## config.mk

```make
export PLATFORM = sky130hd
export DESIGN_NAME = pwmb_bank
export DESIGN_NICKNAME = d
export VERILOG_FILES = /design/src/design/pwmb_bank.v /design/src/design/pwmb_engine.v
export VERILOG_INCLUDE_DIRS = /design/src /design/src/shared
export SDC_FILE = /design/constraint.sdc
export NUM_CORES = 1
export LEC_CHECK = 0
export BUFFER_PORTS_ARGS = -buffer_cell sky130_fd_sc_hd__buf_2
export CORE_ASPECT_RATIO = 1.5
export CORE_UTILIZATION = 56
export CTS_CLUSTER_SIZE = 16
export DETAILED_ROUTE_END_ITERATION = 8
export PLACE_DENSITY = 0.77
export SETUP_SLACK_MARGIN = 0.4
export SYNTH_ARGS = -nofsm -noshare
export SYNTH_HDL_FRONTEND = slang
export SYNTH_SLANG_ARGS = --single-unit
```

## constraint.sdc

```tcl
create_clock -name mclk -period 8.8 [get_ports mclk]
set_input_delay 1.76 -clock mclk [delete_from_list [all_inputs] [get_ports mclk]]
set_output_delay 1.76 -clock mclk [all_outputs]
set_load 0.01 [all_outputs]
```

## src/shared/pwmb_consts.vh

```
// Constants for the four-instance waveform register bank
`ifndef PWMB_CONSTS_VH
`define PWMB_CONSTS_VH

// ----------------------------------------
// Address map
// ----------------------------------------
`define PWMB_BASE 32'h4000_5800
`define PWMB_NUM_INST 4
`define PWMB_INST_W 2
`define PWMB_INST_LSB 4
`define PWMB_INST_MSB 5
`define PWMB_OFF_MSB 3
`define PWMB_SPAN_LSB 6
`define PWMB_SPAN_ZERO 26'h000_0000
`define PWMB_OFF_HIGH 4'h0
`define PWMB_OFF_LOW 4'h4
`define PWMB_OFF_CFG 4'h8

// ----------------------------------------
// Field layout
// ----------------------------------------
`define PWMB_CNT_W 16
`define PWMB_CFG_W 7
`define PWMB_CFG_EN 0
`define PWMB_CFG_CLKSEL 1
`define PWMB_CFG_INVERT 2
`define PWMB_CFG_PRE_LSB 3
`define PWMB_CFG_PRE_MSB 6
`define PWMB_PRE_W 4
`define PWMB_CNT_MSB 15
`define PWMB_CFG_MSB 6
`define PWMB_BYTE0_MSB 7
`define PWMB_BYTE1_LSB 8
`define PWMB_BE_B0 0
`define PWMB_BE_B1 1

// ----------------------------------------
// Reset values
// ----------------------------------------
`define PWMB_HIGH_RST 16'h0000
`define PWMB_LOW_RST 16'hffff
`define PWMB_CFG_RST 7'h00
`define PWMB_PRE_ZERO 4'h0
`define PWMB_PRE_ONE 4'h1
`define PWMB_CNT_ZERO 16'h0000
`define PWMB_CNT_ONE 16'h0001
`define PWMB_WORD_ZERO 32'h0000_0000
`define PWMB_PIN_RST 4'h0

`endif

```

## src/design/pwmb_bank.v

```verilog
// Four waveform outputs with their register bank on the controller bus
`timescale 1ns/1ps
`include "pwmb_consts.vh"

// Function
// - Three registers per instance at 00h/04h/08h.
// - Four instances, 10h apart, from 4000_5800h.
// - High count zero, low nonzero: output off.
// - Low count zero: output held fully on.
// - 16-bit counts; reset high 0000h, low FFFFh.
// - Config bit 1 picks slow or fast clock.
// - Count rate is source over prescaler plus one.
// - Config bit 2 inverts on-phase level.
// - Disable gates ticks, clears counters and state.
// - Disabled output sits at inactive level.
// - Counts unaffected by enable, always accessible.
// - Configuration resets to all zero.
// - Fast is ring oscillator, slow 100 kHz.
// - Period is tick period times count sum.
// - Duty is high count over count sum.
// - Sleep clears counters and forces output off.
module pwmb_bank (
  // Clock and reset
  input wire mclk,
  input wire arst_n,
  // Controller register port
  input wire bus_sel,
  input wire bus_wr,
  input wire [31:0] bus_addr,
  input wire [3:0] bus_be,
  input wire [31:0] bus_wdata,
  output reg [31:0] bus_rdata,
  output reg bus_ack,
  output reg bus_err,
  // Counter source ticks, one mclk wide
  input wire fast_src_tick,
  input wire slow_src_tick,
  // Sleep request per instance from the power/clock/reset unit
  input wire [3:0] sleep_req,
  // Waveform pins
  output reg [3:0] pwm_out
);

  // ----------------------------------------
  // Reset release
  // ----------------------------------------
  reg rst_meta_q;
  reg rst_sync_q;

  always @(posedge mclk or negedge arst_n) begin
    if (!arst_n) begin
      rst_meta_q <= 1'b0;
      rst_sync_q <= 1'b0;
    end else begin
      rst_meta_q <= 1'b1;
      rst_sync_q <= rst_meta_q;
    end
  end

  wire rst_n = rst_sync_q;

  // ----------------------------------------
  // Address decode
  // ----------------------------------------
  wire [31:0] rel_addr = bus_addr - `PWMB_BASE;
  wire in_span = (rel_addr[31:`PWMB_SPAN_LSB] == `PWMB_SPAN_ZERO);
  wire [1:0] inst = rel_addr[`PWMB_INST_MSB:`PWMB_INST_LSB];
  wire [3:0] offs = rel_addr[`PWMB_OFF_MSB:0];
  wire sel_high = (offs == `PWMB_OFF_HIGH);
  wire sel_low = (offs == `PWMB_OFF_LOW);
  wire sel_cfg = (offs == `PWMB_OFF_CFG);
  wire hit = in_span && (sel_high || sel_low || sel_cfg);
  wire wr_hit = bus_sel && bus_wr && hit;

  // Read words of all instances, only the addressed one nonzero
  wire [127:0] rword_all;
  wire [3:0] level_all;

  // ----------------------------------------
  // Per-instance registers and sequencing
  // ----------------------------------------
  genvar gi;
  generate
    for (gi = 0; gi < `PWMB_NUM_INST; gi = gi + 1) begin : g_ch
      reg [15:0] high_q;
      reg [15:0] high_d;
      reg [15:0] low_q;
      reg [15:0] low_d;
      reg [6:0] cfg_q;
      reg [6:0] cfg_d;
      reg [3:0] div_q;
      reg [3:0] div_d;
      reg tick_q;
      reg tick_d;
      reg [31:0] rword_d;
      wire on_w;
      wire me = (inst == gi);
      wire wr_high = wr_hit && me && sel_high;
      wire wr_low = wr_hit && me && sel_low;
      wire wr_cfg = wr_hit && me && sel_cfg;
      wire enabled = cfg_q[`PWMB_CFG_EN];
      wire [3:0] pre = cfg_q[`PWMB_CFG_PRE_MSB:`PWMB_CFG_PRE_LSB];
      // Slow source when set, fast ring oscillator when clear
      wire src_tick = cfg_q[`PWMB_CFG_CLKSEL] ?
                      slow_src_tick : fast_src_tick;
      wire stop = !enabled || sleep_req[gi];
      wire div_wrap = (div_q >= pre);

      // ----------------------------------------
      // Register writes
      // ----------------------------------------
      // Counts ignore the enable bit; only the bus writes them
      always @* begin
        high_d = high_q;
        if (wr_high && bus_be[`PWMB_BE_B0]) begin
          high_d[`PWMB_BYTE0_MSB:0] = bus_wdata[`PWMB_BYTE0_MSB:0];
        end
        if (wr_high && bus_be[`PWMB_BE_B1]) begin
          high_d[`PWMB_CNT_MSB:`PWMB_BYTE1_LSB] =
            bus_wdata[`PWMB_CNT_MSB:`PWMB_BYTE1_LSB];
        end
      end

      always @* begin
        low_d = low_q;
        if (wr_low && bus_be[`PWMB_BE_B0]) begin
          low_d[`PWMB_BYTE0_MSB:0] = bus_wdata[`PWMB_BYTE0_MSB:0];
        end
        if (wr_low && bus_be[`PWMB_BE_B1]) begin
          low_d[`PWMB_CNT_MSB:`PWMB_BYTE1_LSB] =
            bus_wdata[`PWMB_CNT_MSB:`PWMB_BYTE1_LSB];
        end
      end

      // Config lives in lane 0 only; the upper lanes are reserved
      always @* begin
        cfg_d = cfg_q;
        if (wr_cfg && bus_be[`PWMB_BE_B0]) begin
          cfg_d = bus_wdata[`PWMB_CFG_MSB:0];
        end
      end

      // ----------------------------------------
      // Prescaler
      // ----------------------------------------
      // One tick per pre+1 source ticks; held clear while stopped so a
      // restart always begins with a full division
      always @* begin
        div_d = div_q;
        tick_d = 1'b0;
        if (stop) begin
          div_d = `PWMB_PRE_ZERO;
          tick_d = 1'b0;
        end else if (src_tick) begin
          if (div_wrap) begin
            div_d = `PWMB_PRE_ZERO;
            tick_d = 1'b1;
          end else begin
            div_d = div_q + `PWMB_PRE_ONE;
          end
        end
      end

      // ----------------------------------------
      // Instance state
      // ----------------------------------------
      always @(posedge mclk or negedge rst_n) begin
        if (!rst_n) begin
          high_q <= `PWMB_HIGH_RST;
          low_q <= `PWMB_LOW_RST;
          cfg_q <= `PWMB_CFG_RST;
          div_q <= `PWMB_PRE_ZERO;
          tick_q <= 1'b0;
        end else begin
          high_q <= high_d;
          low_q <= low_d;
          cfg_q <= cfg_d;
          div_q <= div_d;
          tick_q <= tick_d;
        end
      end

      pwmb_engine u_engine (
        .mclk(mclk),
        .rst_n(rst_n),
        .clear(stop),
        .tick(tick_q),
        .high_cnt(high_q),
        .low_cnt(low_q),
        .on_q(on_w)
      );

      // Inactive level follows invert, so a disabled pin still idles right
      assign level_all[gi] = on_w ^ cfg_q[`PWMB_CFG_INVERT];

      // ----------------------------------------
      // Read word
      // ----------------------------------------
      always @* begin
        rword_d = `PWMB_WORD_ZERO;
        if (hit && me) begin
          if (sel_high) begin
            rword_d[`PWMB_CNT_MSB:0] = high_q;
          end else if (sel_low) begin
            rword_d[`PWMB_CNT_MSB:0] = low_q;
          end else begin
            rword_d[`PWMB_CFG_MSB:0] = cfg_q;
          end
        end
      end

      assign rword_all[gi*32 +: 32] = rword_d;
    end
  endgenerate

  // ----------------------------------------
  // Read mux
  // ----------------------------------------
  reg [31:0] rd_d;

  // Only the addressed instance offers a nonzero word
  always @* begin
    rd_d = rword_all[inst*32 +: 32];
  end

  // ----------------------------------------
  // Bus answer
  // ----------------------------------------
  reg ack_d;
  reg err_d;
  reg [31:0] rdata_d;

  // Every access is answered next cycle; misses read zero and flag error
  always @* begin
    ack_d = bus_sel;
    err_d = bus_sel && !hit;
    rdata_d = `PWMB_WORD_ZERO;
    if (bus_sel && !bus_wr) begin
      rdata_d = rd_d;
    end
  end

  // One process for all pins, so no vector has several drivers
  always @(posedge mclk or negedge rst_n) begin
    if (!rst_n) begin
      bus_rdata <= `PWMB_WORD_ZERO;
      bus_ack <= 1'b0;
      bus_err <= 1'b0;
      pwm_out <= `PWMB_PIN_RST;
    end else begin
      bus_rdata <= rdata_d;
      bus_ack <= ack_d;
      bus_err <= err_d;
      pwm_out <= level_all;
    end
  end

endmodule

```

## src/design/pwmb_engine.v

```verilog
// Phase sequencer of one waveform output: down counter and on/off state
`timescale 1ns/1ps
`include "pwmb_consts.vh"

module pwmb_engine (
  // Clock and reset
  input wire mclk,
  input wire rst_n,
  // Control
  input wire clear,
  input wire tick,
  input wire [15:0] high_cnt,
  input wire [15:0] low_cnt,
  // Result
  output reg on_q
);

  localparam [1:0] ST_OFF = 2'b00;
  localparam [1:0] ST_ON_PH = 2'b01;
  localparam [1:0] ST_OFF_PH = 2'b10;

  reg [1:0] state_q;
  reg [1:0] state_d;
  reg [15:0] cnt_q;
  reg [15:0] cnt_d;
  reg on_d;

  wire full_on = (low_cnt == `PWMB_CNT_ZERO);
  wire full_off = (high_cnt == `PWMB_CNT_ZERO) && !full_on;
  wire last = (cnt_q <= `PWMB_CNT_ONE);

  // ----------------------------------------
  // Next state
  // ----------------------------------------
  always @* begin
    state_d = state_q;
    cnt_d = cnt_q;
    on_d = on_q;
    if (clear) begin
      state_d = ST_OFF;
      cnt_d = `PWMB_CNT_ZERO;
      on_d = 1'b0;
    end else if (full_on) begin
      state_d = ST_OFF;
      cnt_d = `PWMB_CNT_ZERO;
      on_d = 1'b1;
    end else if (full_off) begin
      state_d = ST_OFF;
      cnt_d = `PWMB_CNT_ZERO;
      on_d = 1'b0;
    end else begin
      case (state_q)
        ST_OFF: begin
          // Start on the on phase so a fresh enable gives a clean pulse
          state_d = ST_ON_PH;
          cnt_d = high_cnt;
          on_d = 1'b1;
        end
        ST_ON_PH: begin
          if (tick) begin
            if (last) begin
              state_d = ST_OFF_PH;
              cnt_d = low_cnt;
              on_d = 1'b0;
            end else begin
              cnt_d = cnt_q - `PWMB_CNT_ONE;
            end
          end
        end
        ST_OFF_PH: begin
          if (tick) begin
            if (last) begin
              state_d = ST_ON_PH;
              cnt_d = high_cnt;
              on_d = 1'b1;
            end else begin
              cnt_d = cnt_q - `PWMB_CNT_ONE;
            end
          end
        end
        default: begin
          state_d = ST_OFF;
          cnt_d = `PWMB_CNT_ZERO;
          on_d = 1'b0;
        end
      endcase
    end
  end

  // ----------------------------------------
  // State registers
  // ----------------------------------------
  always @(posedge mclk or negedge rst_n) begin
    if (!rst_n) begin
      state_q <= ST_OFF;
      cnt_q <= `PWMB_CNT_ZERO;
      on_q <= 1'b0;
    end else begin
      state_q <= state_d;
      cnt_q <= cnt_d;
      on_q <= on_d;
    end
  end

endmodule

```

# Yosys cells after proc, flatten, opt, wreduce, memory -nomap -nowiden
# Cells that the tools add are included.
dict set report classes {
  n_eq_ne 29
  muxes 141
  add_sub_neg 9
  order_cmp 8
  n_reduce_logical 92
  shift 1
  bitwise 4
}
# cell count
set ops {}
lappend ops {{$mux W16} 36}
lappend ops {{$pmux W16 S3} 4}
lappend ops {{$logic_not A16 Y1} 8}
lappend ops {{$shiftx A128 B8 Y32} 1}
lappend ops {{$le A16 B1 Y1 const B} 4}
lappend ops {{$sub A16 B1 Y16 const B} 4}
lappend ops {{$mux W2} 28}
lappend ops {{$logic_and A1 B1 Y1} 49}
lappend ops {{$mux W4} 12}
lappend ops {{$mux W1} 44}
lappend ops {{$ne A5 B2 Y1 const B} 8}
lappend ops {{$ne A5 B3 Y1 const B} 8}
lappend ops {{$mux W9} 4}
lappend ops {{$mux W32} 1}
lappend ops {{$sub A32 B31 Y32 const B} 1}
lappend ops {{$mux W7} 4}
lappend ops {{$logic_not A26 Y1} 1}
lappend ops {{$pmux W2 S3} 4}
lappend ops {{$add A4 B1 Y4 const B} 4}
lappend ops {{$ge A4 B4 Y1} 4}
lappend ops {{$reduce_and A4 Y1} 4}
lappend ops {{$eq A2 B2 Y1 const B} 6}
lappend ops {{$pmux W1 S3} 4}
lappend ops {{$eq A2 B1 Y1 const B} 5}
lappend ops {{other kinds (9)} 36}
dict set report word_totals {
  ff_bits 292
  in_bits 78
  elab_cells 330
  output_inout_bits 38
}

# Depth between registers and ports, before layout
dict set report depth {
  ltp_word 9
  ltp_mapped 10
  mapped_depth_nobuf 8
}

# Modules after synthesis
# From an unflattened synthesis, not the netlist that was laid out.
dict set report hier_totals {
  hier_cells 1758
  hier_area_um2 17010.1
}
# mod cells_per_inst instances seq_area_each_um2 area_each_um2
set modules_own_cells {}
lappend modules_own_cells {pwmb_bank 828 1 5084.9 9970.8}
lappend modules_own_cells {{pwmb_engine at g_ch[0].u_engine ...} 235 3 475.5 1775.5}
lappend modules_own_cells {{pwmb_engine at g_ch[3].u_engine} 225 1 475.5 1712.9}

# Worst setup path before layout
# OpenSTA, ideal clock, no wires.
dict set report synth_timing {
  kind {input to register}
  start {in bus_addr[13]}
  end {reg g_ch[1].high_q[0]}
  arrival_ps 4363
  path_slack_ps 4312
  setup_time_ps 125
  path_stages 8
  required_time_ps 8675
  path_buffers 2
  cell_sequence {clkbuf_1 a21oi_1 mux2_2 a2111oi_0 o2111ai_2 buf_6 nor4_4 mux2_4}
}
dict set report synth_via {
  elab_chain_len 7
}
# element line_no
set synth_rtl {}
lappend synth_rtl {{start: declaration} pwmb_bank.v:29} ;# input wire [31:0] bus_addr,
lappend synth_rtl {{$sub A32 B31 Y32 (no source line)} -}
lappend synth_rtl {{$logic_not A26 Y1 (no source line)} -}
lappend synth_rtl {{$logic_and A1 B1 Y1} pwmb_bank.v:72} ;# wire hit = in_span && (sel_high || sel_low || sel_cfg);
lappend synth_rtl {{$logic_and A1 B1 Y1} pwmb_bank.v:73} ;# wire wr_hit = bus_sel && bus_wr && hit;
lappend synth_rtl {{$logic_and A1 B1 Y1 (2 in series)} pwmb_bank.v:98} ;# wire wr_high = wr_hit && me && sel_high;
lappend synth_rtl {{$logic_and A1 B1 Y1} pwmb_bank.v:115} ;# if (wr_high && bus_be[`PWMB_BE_B0]) begin
lappend synth_rtl {{end signal: assignment} pwmb_bank.v:169} ;# high_q <= `PWMB_HIGH_RST;
lappend synth_rtl {{end signal: assignment} pwmb_bank.v:175} ;# high_q <= high_d;
lappend synth_rtl {{end: declaration} pwmb_bank.v:85} ;# reg [15:0] high_q;
# Every way passes these cells.
# A chain may end at the register's enable or synchronous reset.

# Final worst setup path
dict set report layout_timing {
  start {in bus_addr[15]}
  end {reg g_ch[1].high_q[6]}
}
# Same word-level chain as after synthesis.

==> results.txt <==
----------------------------------------------------
[Critical path]
  Worst-path cell chain ... buf_2 > or4_4 > nor4_2 > a31o_2 > nand3_2 > nor4_4 > mux2_4
  Critical path endpoint category ... flop
  CP bufs+invs ... 1
  Delay of the slowest cell on the worst path ... 1.03 ns
  Startpoint of the most critical setup path ... bus_addr[15]
  Startpoint Class ... primary input
  Startpoint-to-endpoint class of the critical path ... primary input to flop
  Data required time of the critical path ... slightly above 9 ns
  Dominant delay contributor by cell family on the critical path ... simple AND/OR/NAND/NOR gates
  Critical Path AT ... ~5.5 ns
  Standard cell with the maximum stage delay on the critical path ... sky130_fd_sc_hd__nor4_4
  FF-to-FF Start ... g_ch[3].u_engine.state_q[0]
  Max FO, Critical Path ... 20

[GRT]
  Antenna violations before repair ... 1
  Global routing met2 resource utilization ... roughly 55%
  Met1 track demand over resource ... between 30% and 40%
  Busiest layer in global routing ... met2
  Final global-route overflow total ... 0
  Grt met3 use ... 3.46%
  Vias in the first global route ... approximately 15000
  First-pass GRT wire length ... 81900 um
  Maximum number of pins on one net before global-route repair ... 80
  GRT Resource Usage Total ... between 30% and 40%

[Route]
  Number of iterations in the first detailed-routing pass ... 7
  Average via count per standard cell ... 6.84
  Routed WL ... ~51000 um
  DRC violation count after routing ... 0
  Detailed-route via count ... around 15000
  Mean routed wirelength per cell ... about 23 um
  Antenna viol nets, final ... 0
  Initial detailed-routing violation count ... 1252

[STA]
  Post-route fraction of the period consumed by the critical path ... 56.7%
  Final-layout setup total negative slack ... 0 ns
  Maximum operating frequency ... roughly 200 MHz
  Layout Skew ... 0.00861 ns
  Actual slew at the worst max-slew pin ... around 1.3 ns
  RSZ-0062 raised after global routing ... false
  Number of setup violations in the final report ... 0
  Final Hold Viols ... 0
  Fin crit period ... between 4 and 5 ns
  Max-Slew Margin vs Limit ... approximately 12%
  Number of max-slew violations in the final report ... 0

[Final layout]
  Fraction of final layout cells with drive strength greater than 1 ... between 20% and 30%
  Sequential cell area ... ~0.007 mm^2
  Most frequent cells in the layout ... 211 x sky130_fd_sc_hd__dfrtp_1, 135 x sky130_fd_sc_hd__mux2_2, 125 x sky130_fd_sc_hd__nor2_1, 96 x sky130_fd_sc_hd__nand2_1, 81 x sky130_fd_sc_hd__buf_2
  Post-route cell area ... 0.0194 mm^2
  Signed area change from the synthesized netlist to the final layout ... 8.89%
  Number of fill cells in the layout ... about 2600
  Number of nets in the layout ... 1883
  Diodes inserted ... 0
  Leading cell type in the layout, fill and taps excluded ... sky130_fd_sc_hd__dfrtp_1
  Total area of multi-input combinational cells ... between 0.01 and 0.015 mm^2

[Clocking]
  Number of buffers added for setup after CTS ... 0
  Longest Clk Path Bufs ... 3
  Hold buffers post-CTS ... 0
  Clock latency reported for the late side of the worst-skew pair ... between 0.5 and 0.6 ns
  H-tree levels ... 1
  Resize count post-CTS ... 0
  Clock Root Buffer ... sky130_fd_sc_hd__clkbuf_16
  Number of clock buffers inserted by TritonCTS ... 27
  Clock edge transition at the registers on the reported setup and hold paths ... ~0.06 ns
  CTS tree ... yes
  CTS Sinks ... approximately 280

[Logic synthesis]
  Seq/Total Area, Yosys ... between 30% and 40%
  Fraction of synthesis flops using an asynchronous set or reset pin ... between 90% and 100%
  Average instance area after synthesis ... about 10 um^2
  Share of the synthesized area in the top cell type ... 29.7%
  Number of storage elements in the synthesis netlist ... ~280
  Mapped cell area ... roughly 0.018 mm^2
  Cell taking the most area after synthesis ... sky130_fd_sc_hd__dfrtp_1
  Number of synthesis warnings ... 0
  Number of distinct standard cells referenced by the synthesized netlist ... 83
  Biggest area contributors in the synthesized netlist ... sky130_fd_sc_hd__dfrtp_1 30%, sky130_fd_sc_hd__dfstp_2 9.4%, sky130_fd_sc_hd__mux2_2 8.5%
  Count of mapped cells out of synthesis ... roughly 1800
  Most used flip-flop cell after synthesis ... sky130_fd_sc_hd__dfrtp_1
  Count of flip-flops with a built-in enable after synthesis ... 0

[Die]
  Top Ports ... 116
  Row Count ... about 80
  Core Area ... around 0.031 mm^2
  Die Wd ... 148 um
  Area of the die ... ~0.033 mm^2
  DIE HEIGHT ... between 200 and 250 um
  Initial Util ... between 50% and 60%

[Place]
  DP HPWL ... approximately 36000 um
  Placed instance area ... about 0.018 mm^2
  Gpl congestion ... 0.930
  Port Buffer Count ... 81

[Hold path]
  Source of the worst hold timing path ... rst_meta_q
  Hold WC Path Type ... flop to flop

[Flow run]
  Number of max-cap violations ... 0

[Power]
  Worst IR drop on VDD ... 0.134 mV
  Leakage Power ... approximately 8.4 nW
  Ratio of total power to cell area ... about 140 mW/mm^2
  Power Total ... 2.70 mW

[Run status]
  Status ... complete, no violations

----------------------------------------------------
cell usage after synthesis, drive strengths merged (10+ instances only):
| cell type | instances |
|---|---|
| a211oi | 32 |
| a21o | 19 |
| a21oi | 56 |
| a221o | 12 |
| a22o | 21 |
| a22oi | 22 |
| a2bb2oi | 13 |
| a31oi | 10 |
| buf | 32 |
| clkbuf | 100 |
| dfrtp | 212 |
| dfstp | 64 |
| ha | 29 |
| inv | 41 |
| mux2 | 176 |
| mux2i | 30 |
| mux4 | 20 |
| nand2 | 96 |
| nand3 | 67 |
| nand4 | 24 |
| nor2 | 126 |
| nor2b | 18 |
| nor3 | 54 |
| nor4 | 87 |
| o2111ai | 23 |
| o211ai | 33 |
| o21ai | 77 |
| o31ai | 17 |
| or2 | 10 |
| or3 | 20 |
| or4 | 26 |
| xnor2 | 36 |
| xor2 | 18 |
final cells by class:
class / count / area share (%)
Timing Repair Buffer: 104 / 2.97
Clock inverter: 18 / 1.24
Multi-Input combinational cell: 1323 / 52.6
Sequential cell: 276 / 36.0
Clock buffer: 32 / 3.78
Inverter: 44 / 0.850
Tap cell: 405 / 2.61
stage by stage:
stage	utilization, %	setup WS [ns]	cells	hold WS, ns
floorplan	-	0.650	1775	0.331
global placement	59.1	3.28	2152	0.341
detailed placement	59.1	3.21	2152	0.343
CTS	62.2	3.81	2202	0.358
global route	62.2	3.58	2202	0.368
finish	62.2	3.81	2202	0.356
routing by layer:
layer | up-vias | part of all wire, %
met5 | - | 0.025
met4 | 2 | 5.5
met3 | 163 | 5.6
met2 | 618 | 50
met1 | 7517 | 39
li1 | 6762 | -
sequential cells by signal (all words and copies together) (netlist names), 4 cells and up:
name / flops
g_ch.cfg_q: 28
g_ch.high_q: 64
g_ch.tick_q: 4
g_ch.u_engine.state_q: 8
pwm_out: 4
g_ch.u_engine.cnt_q: 64
g_ch.div_q: 16
bus_rdata: 16
g_ch.low_q: 64
g_ch.u_engine.on_q: 4
report_power, final:
group          total, mW  leakage, nW  internal, mW  switching [mW]
sequential          1.28         3.61          1.27         0.00556
combinational      0.135         4.28        0.0323           0.103
clock               1.29        0.465         0.747           0.541
path summary, 6_finish.rpt:
path	end	slack, ns	cells past startpoint
min in group asynchronous	g_ch[2].u_engine.cnt_q[2]	0.43	0
setup / recovery	g_ch[1].high_q[6]	3.81	7
max in group asynchronous	g_ch[1].u_engine.on_q	6.14	2
hold reg to reg	rst_n	0.36	0
setup reg to reg	g_ch[3].u_engine.cnt_q[12]	5.19	6
hold / removal	rst_n	0.36	0
cell families (layout without fill, tap and decap cells):
group,after synthesis,after routing,synth area share (%)
compound gates,426,426,17.4
xor+xnor,54,54,2.65
fa+ha+maj,33,33,2.26
buf+inv,176,198,4.20
flops,276,276,39.1
mux,226,226,16.2
other cells,2,17,0.0421
simple gates,567,567,18.1
(Power assumes the default switching activity.)
